===== src/logic/irq_pkg.sv =====
// shared constants and types for the interrupt flag and enable block
package irq_pkg;
  localparam int ADDR_W = 4;
  localparam logic [ADDR_W-1:0] OFS_EDGE_SEL = 4'h0;
  localparam logic [ADDR_W-1:0] OFS_CTRL_FIRST = 4'h4;
  localparam logic [ADDR_W-1:0] OFS_CTRL_SECOND = 4'h8;
  localparam logic [ADDR_W-1:0] OFS_VECTOR = 4'hC;
  // first control register fields
  localparam int C0_GIE = 0;
  localparam int C0_EXT_E = 1;
  localparam int C0_ADC_E = 2;
  localparam int C0_CMPP_E = 3;
  localparam int C0_EXT_F = 4;
  localparam int C0_ADC_F = 5;
  localparam int C0_CMPP_F = 6;
  // second control register fields
  localparam int C1_CMPA_E = 0;
  localparam int C1_SER_E = 1;
  localparam int C1_TICK0_E = 2;
  localparam int C1_TICK1_E = 3;
  localparam int C1_CMPA_F = 4;
  localparam int C1_SER_F = 5;
  localparam int C1_TICK0_F = 6;
  localparam int C1_TICK1_F = 7;
  localparam logic [7:0] C0_MASK = 8'h7F;
  localparam logic [7:0] EDGE_MASK = 8'h03;
  localparam logic [7:0] REG_RESET = 8'h00;
  localparam logic [1:0] EDGE_OFF = 2'b00;
  localparam logic [1:0] EDGE_RISE = 2'b01;
  localparam logic [1:0] EDGE_FALL = 2'b10;
  localparam logic [1:0] EDGE_BOTH = 2'b11;
  localparam logic [1:0] RESP_OKAY = 2'b00;
  localparam logic [1:0] RESP_SLVERR = 2'b10;
  // vector indices, in priority order (0 highest)
  localparam logic [2:0] VEC_EXT = 3'h0;
  localparam logic [2:0] VEC_CMPP = 3'h1;
  localparam logic [2:0] VEC_CMPA = 3'h2;
  localparam logic [2:0] VEC_ADC = 3'h3;
  localparam logic [2:0] VEC_SER = 3'h4;
  localparam logic [2:0] VEC_TICK0 = 3'h5;
  localparam logic [2:0] VEC_TICK1 = 3'h6;
  typedef struct packed {
    logic ext_pin;
    logic timer_cmp_p;
    logic timer_cmp_a;
    logic conv_done;
    logic serial;
    logic tick0;
    logic tick1;
  } irq_events_t;
  typedef struct packed {
    logic [7:0] edge_sel;
    logic [7:0] ctrl_first;
    logic [7:0] ctrl_second;
    logic pin_prev;
    logic aw_done;
    logic w_done;
    logic [ADDR_W-1:0] aw_addr;
    logic [7:0] w_data;
    logic w_strb0;
    logic bvalid;
    logic [1:0] bresp;
    logic rvalid;
    logic [31:0] rdata;
    logic [1:0] rresp;
  } irq_state_t;
endpackage


===== src/logic/mcu_interrupt_flags_enables.sv =====
// interrupt flags, enables and vectored request logic with an axi4-lite slave
// What this block does
// [RL1] ext_edge_sel: 00 off, 01 rising, 10 falling, 11 both edges on ext pin.
// [RL2] only low two bits of edge select register exist; upper bits read zero.
// [RL3] bit 7 of first control register is unimplemented and reads zero.
// [RL4] bit 0 of first control register is global enable; zero blocks all.
// [RL5] timer comparator p flag at bit 6, enable at bit 3, first register.
// [RL6] converter done flag at bit 5, enable at bit 2, first register.
// [RL7] external pin flag at bit 4, enable at bit 1, first register.
// [RL8] second register: flags high nibble, enables low; tick1, tick0, serial, cmp a.
// [RL9] flags one means pending; enables one means enabled.
// [RL10] every source has its own distinct vector index.
// [RL11] sources: external pin, timer, serial port, two time bases, converter.
// [RL12] events set flags regardless of enables; vector needs own and global enable.
// [RL13] servicing a request clears the global enable automatically.
// [RL14] flags keep recording while interrupts are blocked.
// [RL15] servicing the external pin interrupt clears its flag.
// [RL16] fixed priority for simultaneous requests; all bits reset to zero.
// [RL17] software may set and clear flags by writes.
//
// The placing of the registers and register access over AXI4-Lite were decided locally.
`timescale 1ns/10ps
module mcu_interrupt_flags_enables
  import irq_pkg::*;
(
  input wire logic clk_sys,
  input wire logic rst,
  input wire logic ext_pin,
  input wire irq_events_t unit_events,
  output logic irq_req,
  output logic [2:0] irq_vector,
  input wire logic irq_ack,
  input wire logic [ADDR_W-1:0] s_axi_awaddr,
  input wire logic s_axi_awvalid,
  output logic s_axi_awready,
  input wire logic [31:0] s_axi_wdata,
  input wire logic [3:0] s_axi_wstrb,
  input wire logic s_axi_wvalid,
  output logic s_axi_wready,
  output logic [1:0] s_axi_bresp,
  output logic s_axi_bvalid,
  input wire logic s_axi_bready,
  input wire logic [ADDR_W-1:0] s_axi_araddr,
  input wire logic s_axi_arvalid,
  output logic s_axi_arready,
  output logic [31:0] s_axi_rdata,
  output logic [1:0] s_axi_rresp,
  output logic s_axi_rvalid,
  input wire logic s_axi_rready
);
  irq_state_t st_ff;
  irq_state_t nxt_st;
  logic [6:0] pend;
  logic [2:0] win_vec;
  logic any_pend;
  logic ext_edge;
  logic wr_fire;
  logic rd_fire;
  logic [7:0] c0_set;
  logic [7:0] c1_set;
  logic [7:0] c0_clr;

  function automatic logic addr_known(input logic [ADDR_W-1:0] a);
    return (a == OFS_EDGE_SEL) || (a == OFS_CTRL_FIRST) || (a == OFS_CTRL_SECOND)
      || (a == OFS_VECTOR);
  endfunction

  // pending = flag and own enable, index equals priority
  always_comb begin
    pend[VEC_EXT] = st_ff.ctrl_first[C0_EXT_F] & st_ff.ctrl_first[C0_EXT_E]; // RL12 RL7
    pend[VEC_CMPP] = st_ff.ctrl_first[C0_CMPP_F] & st_ff.ctrl_first[C0_CMPP_E]; // RL5
    pend[VEC_CMPA] = st_ff.ctrl_second[C1_CMPA_F] & st_ff.ctrl_second[C1_CMPA_E];
    pend[VEC_ADC] = st_ff.ctrl_first[C0_ADC_F] & st_ff.ctrl_first[C0_ADC_E]; // RL6
    pend[VEC_SER] = st_ff.ctrl_second[C1_SER_F] & st_ff.ctrl_second[C1_SER_E];
    pend[VEC_TICK0] = st_ff.ctrl_second[C1_TICK0_F] & st_ff.ctrl_second[C1_TICK0_E];
    pend[VEC_TICK1] = st_ff.ctrl_second[C1_TICK1_F] & st_ff.ctrl_second[C1_TICK1_E];
    win_vec = VEC_TICK1;
    for (int i = 6; i >= 0; i--) begin
      if (pend[i]) begin
        win_vec = 3'(i); // RL16
      end
    end
    any_pend = |pend;
  end

  // request only while the global enable is up
  assign irq_req = any_pend & st_ff.ctrl_first[C0_GIE]; // RL4
  assign irq_vector = win_vec; // RL10

  // edge detect on ext pin; pin is taken as synchronous
  always_comb begin
    case (st_ff.edge_sel[1:0]) // RL1
      EDGE_RISE: ext_edge = ext_pin & ~st_ff.pin_prev;
      EDGE_FALL: ext_edge = ~ext_pin & st_ff.pin_prev;
      EDGE_BOTH: ext_edge = ext_pin ^ st_ff.pin_prev;
      default: ext_edge = 1'b0;
    endcase
  end

  assign s_axi_awready = ~st_ff.aw_done & ~st_ff.bvalid;
  assign s_axi_wready = ~st_ff.w_done & ~st_ff.bvalid;
  assign s_axi_arready = ~st_ff.rvalid;
  assign s_axi_bvalid = st_ff.bvalid;
  assign s_axi_bresp = st_ff.bresp;
  assign s_axi_rvalid = st_ff.rvalid;
  assign s_axi_rdata = st_ff.rdata;
  assign s_axi_rresp = st_ff.rresp;
  assign rd_fire = s_axi_arvalid & s_axi_arready;

  always_comb begin
    nxt_st = st_ff;
    nxt_st.pin_prev = ext_pin;
    wr_fire = 1'b0;
    c0_set = 8'h00;
    c1_set = 8'h00;
    c0_clr = 8'h00;
    // write channel capture, either order
    if (s_axi_awvalid && s_axi_awready) begin
      nxt_st.aw_done = 1'b1;
      nxt_st.aw_addr = s_axi_awaddr;
    end
    if (s_axi_wvalid && s_axi_wready) begin
      nxt_st.w_done = 1'b1;
      nxt_st.w_data = s_axi_wdata[7:0];
      nxt_st.w_strb0 = s_axi_wstrb[0];
    end
    if (nxt_st.aw_done && nxt_st.w_done && !st_ff.bvalid) begin
      wr_fire = 1'b1;
      nxt_st.aw_done = 1'b0;
      nxt_st.w_done = 1'b0;
      nxt_st.bvalid = 1'b1;
      nxt_st.bresp = addr_known(nxt_st.aw_addr) ? RESP_OKAY : RESP_SLVERR;
      if (nxt_st.w_strb0) begin
        case (nxt_st.aw_addr)
          OFS_EDGE_SEL: nxt_st.edge_sel = nxt_st.w_data & EDGE_MASK; // RL2
          OFS_CTRL_FIRST: nxt_st.ctrl_first = nxt_st.w_data & C0_MASK; // RL3 RL17
          OFS_CTRL_SECOND: nxt_st.ctrl_second = nxt_st.w_data; // RL8 RL17
          default: ;
        endcase
      end
    end else if (st_ff.bvalid && s_axi_bready) begin
      nxt_st.bvalid = 1'b0;
    end
    // service: clear global enable and the serviced flag
    if (irq_ack && irq_req) begin
      c0_clr[C0_GIE] = 1'b1; // RL13
      case (win_vec)
        VEC_EXT: c0_clr[C0_EXT_F] = 1'b1; // RL15
        VEC_CMPP: c0_clr[C0_CMPP_F] = 1'b1;
        VEC_ADC: c0_clr[C0_ADC_F] = 1'b1;
        default: ;
      endcase
    end
    nxt_st.ctrl_first = nxt_st.ctrl_first & ~c0_clr;
    if (irq_ack && irq_req) begin
      case (win_vec)
        VEC_CMPA: nxt_st.ctrl_second[C1_CMPA_F] = 1'b0;
        VEC_SER: nxt_st.ctrl_second[C1_SER_F] = 1'b0;
        VEC_TICK0: nxt_st.ctrl_second[C1_TICK0_F] = 1'b0;
        VEC_TICK1: nxt_st.ctrl_second[C1_TICK1_F] = 1'b0;
        default: ;
      endcase
    end
    // events set flags last so a same-cycle clear never loses them
    c0_set[C0_EXT_F] = ext_edge; // RL11
    c0_set[C0_CMPP_F] = unit_events.timer_cmp_p;
    c0_set[C0_ADC_F] = unit_events.conv_done;
    c1_set[C1_CMPA_F] = unit_events.timer_cmp_a;
    c1_set[C1_SER_F] = unit_events.serial;
    c1_set[C1_TICK0_F] = unit_events.tick0;
    c1_set[C1_TICK1_F] = unit_events.tick1;
    nxt_st.ctrl_first = nxt_st.ctrl_first | c0_set; // RL12 RL14 RL9
    nxt_st.ctrl_second = nxt_st.ctrl_second | c1_set; // RL12 RL14
    // read channel
    if (rd_fire) begin
      nxt_st.rvalid = 1'b1;
      nxt_st.rresp = addr_known(s_axi_araddr) ? RESP_OKAY : RESP_SLVERR;
      case (s_axi_araddr)
        OFS_EDGE_SEL: nxt_st.rdata = {24'h00_0000, st_ff.edge_sel & EDGE_MASK}; // RL2
        OFS_CTRL_FIRST: nxt_st.rdata = {24'h00_0000, st_ff.ctrl_first & C0_MASK}; // RL3
        OFS_CTRL_SECOND: nxt_st.rdata = {24'h00_0000, st_ff.ctrl_second};
        OFS_VECTOR: nxt_st.rdata = {28'h000_0000, irq_req, win_vec};
        default: nxt_st.rdata = 32'h0000_0000;
      endcase
    end else if (st_ff.rvalid && s_axi_rready) begin
      nxt_st.rvalid = 1'b0;
    end
  end

  // every implemented bit resets to zero
  always_ff @(posedge clk_sys) begin
    if (rst) begin
      st_ff <= '0; // RL16
    end else begin
      st_ff <= nxt_st;
    end
  end
endmodule


===== config.mk =====
export PLATFORM = sky130hd
export DESIGN_NAME = mcu_interrupt_flags_enables
export DESIGN_NICKNAME = d
export VERILOG_FILES = /design/src/logic/irq_pkg.sv /design/src/logic/mcu_interrupt_flags_enables.sv
export SDC_FILE = /design/constraint.sdc
export NUM_CORES = 1
export LEC_CHECK = 0
export CAP_MARGIN = 10
export CORE_AREA = 3 3 70 72
export DETAILED_ROUTE_END_ITERATION = 7
export DIE_AREA = 0 0 73 75
export DONT_BUFFER_PORTS = 1
export PLACE_DENSITY_LB_ADDON = 0.2
export SYNTH_ARGS = -nofsm -noshare
export SYNTH_HDL_FRONTEND = slang
export SYNTH_SLANG_ARGS = --single-unit

===== constraint.sdc =====
create_clock -name clk_sys -period 4.6 [get_ports clk_sys]
set_input_delay 0.92 -clock clk_sys [delete_from_list [all_inputs] [get_ports clk_sys]]
set_output_delay 0.92 -clock clk_sys [all_outputs]
set_load 0.01 [all_outputs]

==> impl_metrics.env <==
export IMPL_routedWlPerCell_microns=15.2
export IMPL_hold_class="flop to flop"
export IMPL_coreArea_sq_um=4350
export IMPL_n_fill_cell=425
export IMPL_drive_gt1_share_pct=8.63
export IMPL_grt_overflow=0
export IMPL_ys_seq_elements=45
export IMPL_vias=1698
export IMPL_multi_input_area_sq_um=1240
export IMPL_gp_congestion=0.784
export IMPL_port_buffers=0
export IMPL_post_route_period_util_pct=57.1
export IMPL_synth_ff_type="dfxtp_1"
export IMPL_synth_common_cells="45 x dfxtp_1, 44 x nor2_1, 37 x buf_4"
export IMPL_synth_xor_area_share_pct=0
export IMPL_synth_mux_area_share_pct=11.9
export IMPL_cp_num_buf_inv=0
export IMPL_design_portCount=105
export IMPL_worstMarginPinSlew_ps=829
export IMPL_p_leak_nw=0.900
export IMPL_drt_iter0_drc=92
export IMPL_hold_ws_ps=500
export IMPL_drc_errors=0
export IMPL_die_width_microns=73
export IMPL_cts_tree="done"
export IMPL_avgSynthCellArea_sq_um=9.04
export IMPL_synth_simple_area_share_pct=20.3
export IMPL_cpPeakStageDelay_ps=620
export IMPL_synth_top_area_cell="dfxtp_1"
export IMPL_cp_required_ps=3680
export IMPL_ir_drop_v=0.000169
export IMPL_period_minus_slack_ps=2630
export IMPL_yosys_warnings=0
export IMPL_cts_sinks=45
export IMPL_synth_compound_area_share_pct=14.2
export IMPL_postCtsSetupRepairBufs=0
export IMPL_cp_top_family="compound AO/OA/AOI/OAI gates"
export IMPL_grt_max_degree=49
export IMPL_ant_nets=0
export IMPL_first_global_vias=1527
export IMPL_setup_viol=0
export IMPL_fp_dieH_microns=75
export IMPL_worst_setup_path_end_kind="output pin"
export IMPL_avgViaCountPerCell=5.53
export IMPL_grt_total_usage_pct=17.2
export IMPL_regArea_sq_um=901
export IMPL_slew_violations=0
export IMPL_synth_top_family_by_area="simple AND/OR/NAND/NOR gates"
export IMPL_cp_data_arrival_time_ps=1710
export IMPL_htree_levels=2
export IMPL_finalClockSkew_ps=5.60
export IMPL_timing_final_hold_violations=0
export IMPL_drv_cap=0
export IMPL_syn_area_sq_um=2410
export IMPL_rsz0062_at_grt="false"
export IMPL_clockRootBuffer="clkbuf_8"
export IMPL_power_density_nw_per_um2=334
export IMPL_timing_fmax_ghz=0.381
export IMPL_yosys_top_cells_area="dfxtp_1 37%, buf_4 12%, mux2i_1 7.5%, nor2_1 6.8%, a22o_1 3.6%"
export IMPL_max_slew_margin_pct=44.3
export IMPL_numCtsBuffers=5
export IMPL_clk_pin_slew_ps=80
export IMPL_dr_pass1_iters=5
export IMPL_cp_slowest_cell="a31oi_1"
export IMPL_diodes=0
export IMPL_crit_chain="nand2_1 > a32o_1 > a31oi_1"
export IMPL_path_max_fanout=7
export IMPL_postSynthCellCount=267
export IMPL_routed_wl_microns=4660
export IMPL_crit_path_start_kind="flop"
export IMPL_initial_core_util_pct=55.5
export IMPL_hold_buffers=0
export IMPL_final_core_util_pct=53.9
export IMPL_critical_path_class="flop to output pin"
export IMPL_yosysMostFrequentCell="dfxtp_1"
export IMPL_fin_setup_tns_ps=0
export IMPL_async_flop_share_pct=0
export IMPL_synth_seq_area_share_pct=37.3
export IMPL_nets=317
export IMPL_dieArea_sq_um=5480
export IMPL_place_hpwl_microns=3500
export IMPL_run_status="completed"
export IMPL_clock_latency_ps=290
export IMPL_grt_antenna_before_repair=0
export IMPL_cts_resized=0
export IMPL_synth_adder_area_share_pct=1.04
export IMPL_ys_types=45
export IMPL_grt_pass1_wl_microns=7340
export IMPL_area_growth_pct=-2.80
export IMPL_rows=24
export IMPL_clk_path_buf_depth=2
export IMPL_yosysTopAreaCellShare_pct=37.3
export IMPL_synth_edf_count=0
==> logic make-up after synthesis <==
group	count (synthesis)
and+or+nand+nor	94
adders and majority gates	2
muxes	25
AOI/OAI and AO/OA	44
buffers and inverters	56
DFF	45
other	1
==> registers in the layout, summed over array words and instances (netlist names) <==
signal / cells
s_axi_bresp: 1
s_axi_rvalid: 1
s_axi_rdata: 8
st_ff: 33
s_axi_bvalid: 1
s_axi_rresp: 1
==> worst register-to-register path: cells and delay by family (launching register included) <==
| kind | cells | cell delay (ps) |
|---|---|---|
| flops | 1 | 530 |
| buf+inv | 1 | 210 |
| compound gates | 1 | 260 |
| mux | 2 | 410 |
| simple gates | 2 | 870 |
==> cell type report <==
cell class,count,area share [%]
clock buffer,7,3.68
multi-input combinational,191,52.9
timing repair buffer,2,0.640
sequential,45,38.4
inverter,10,1.60
tap,52,2.77
==> path summary, 6_finish.rpt <==
kind                              from              endpoint  slack (ps)  cells after the start
max reg2reg  s_axi_bvalid$_SDFFE_PP0P_  st_ff[60]$_SDFF_PP0_        2230                      6
min reg2reg       st_ff[48]$_SDFF_PP0_  st_ff[48]$_SDFF_PP0_         500                      2
min               st_ff[48]$_SDFF_PP0_  st_ff[48]$_SDFF_PP0_         500                      2
max             st_ff[65]$_SDFFE_PP0P_         irq_vector[0]        1970                      3
==> per-layer routing <==
metal	wire, microns	up-vias	global-route usage (%)	share of wire (%)
met1	2170	774	24.0	46
met5	0	-	0	0
li1	-	860	-	-
met3	384	2	7.21	8.2
met2	2090	62	25.0	45
met4	19	0	3.69	0.41
==> placed cells by master (no fill, tap or decap), types with 2 or more instances in the layout <==
master and count:
nor2b_1 10, a211oi_1 11, a22o_1 10, nor3b_2 2
clkbuf_8 6, a22oi_1 4, dfxtp_1 45, nand2_1 12
a2111oi_0 2, mux2i_1 18, conb_1 26, a221oi_1 2
buf_4 2, mux2_2 3, mux2i_2 2, nand3_1 2
nor2_1 44, inv_1 10, ha_1 2, a21oi_1 6
mux4_2 2, nor4_4 2, nor3_1 9, nor4_1 4
==> per-stage QoR <==
step                      power (mW)  area (sq um)  instances  worst slack, ps
final                          0.784          2350        307             1970
after global routing           0.826          2350        307             1860
after CTS                      0.789          2350        307             1980
after detailed placement       0.549          2260        300             1800
after global placement         0.547          2260        300             1800
after floorplan                0.556          2510        292             2190
==> power by group <==
part,internal [mW],switching (mW),total [mW]
registers,0.411,0.0199,0.431
logic,0.0454,0.0637,0.109
clock network,0.119,0.124,0.243
total,0.576,0.208,0.784
Note: power is estimated with default switching activity, not from simulation.
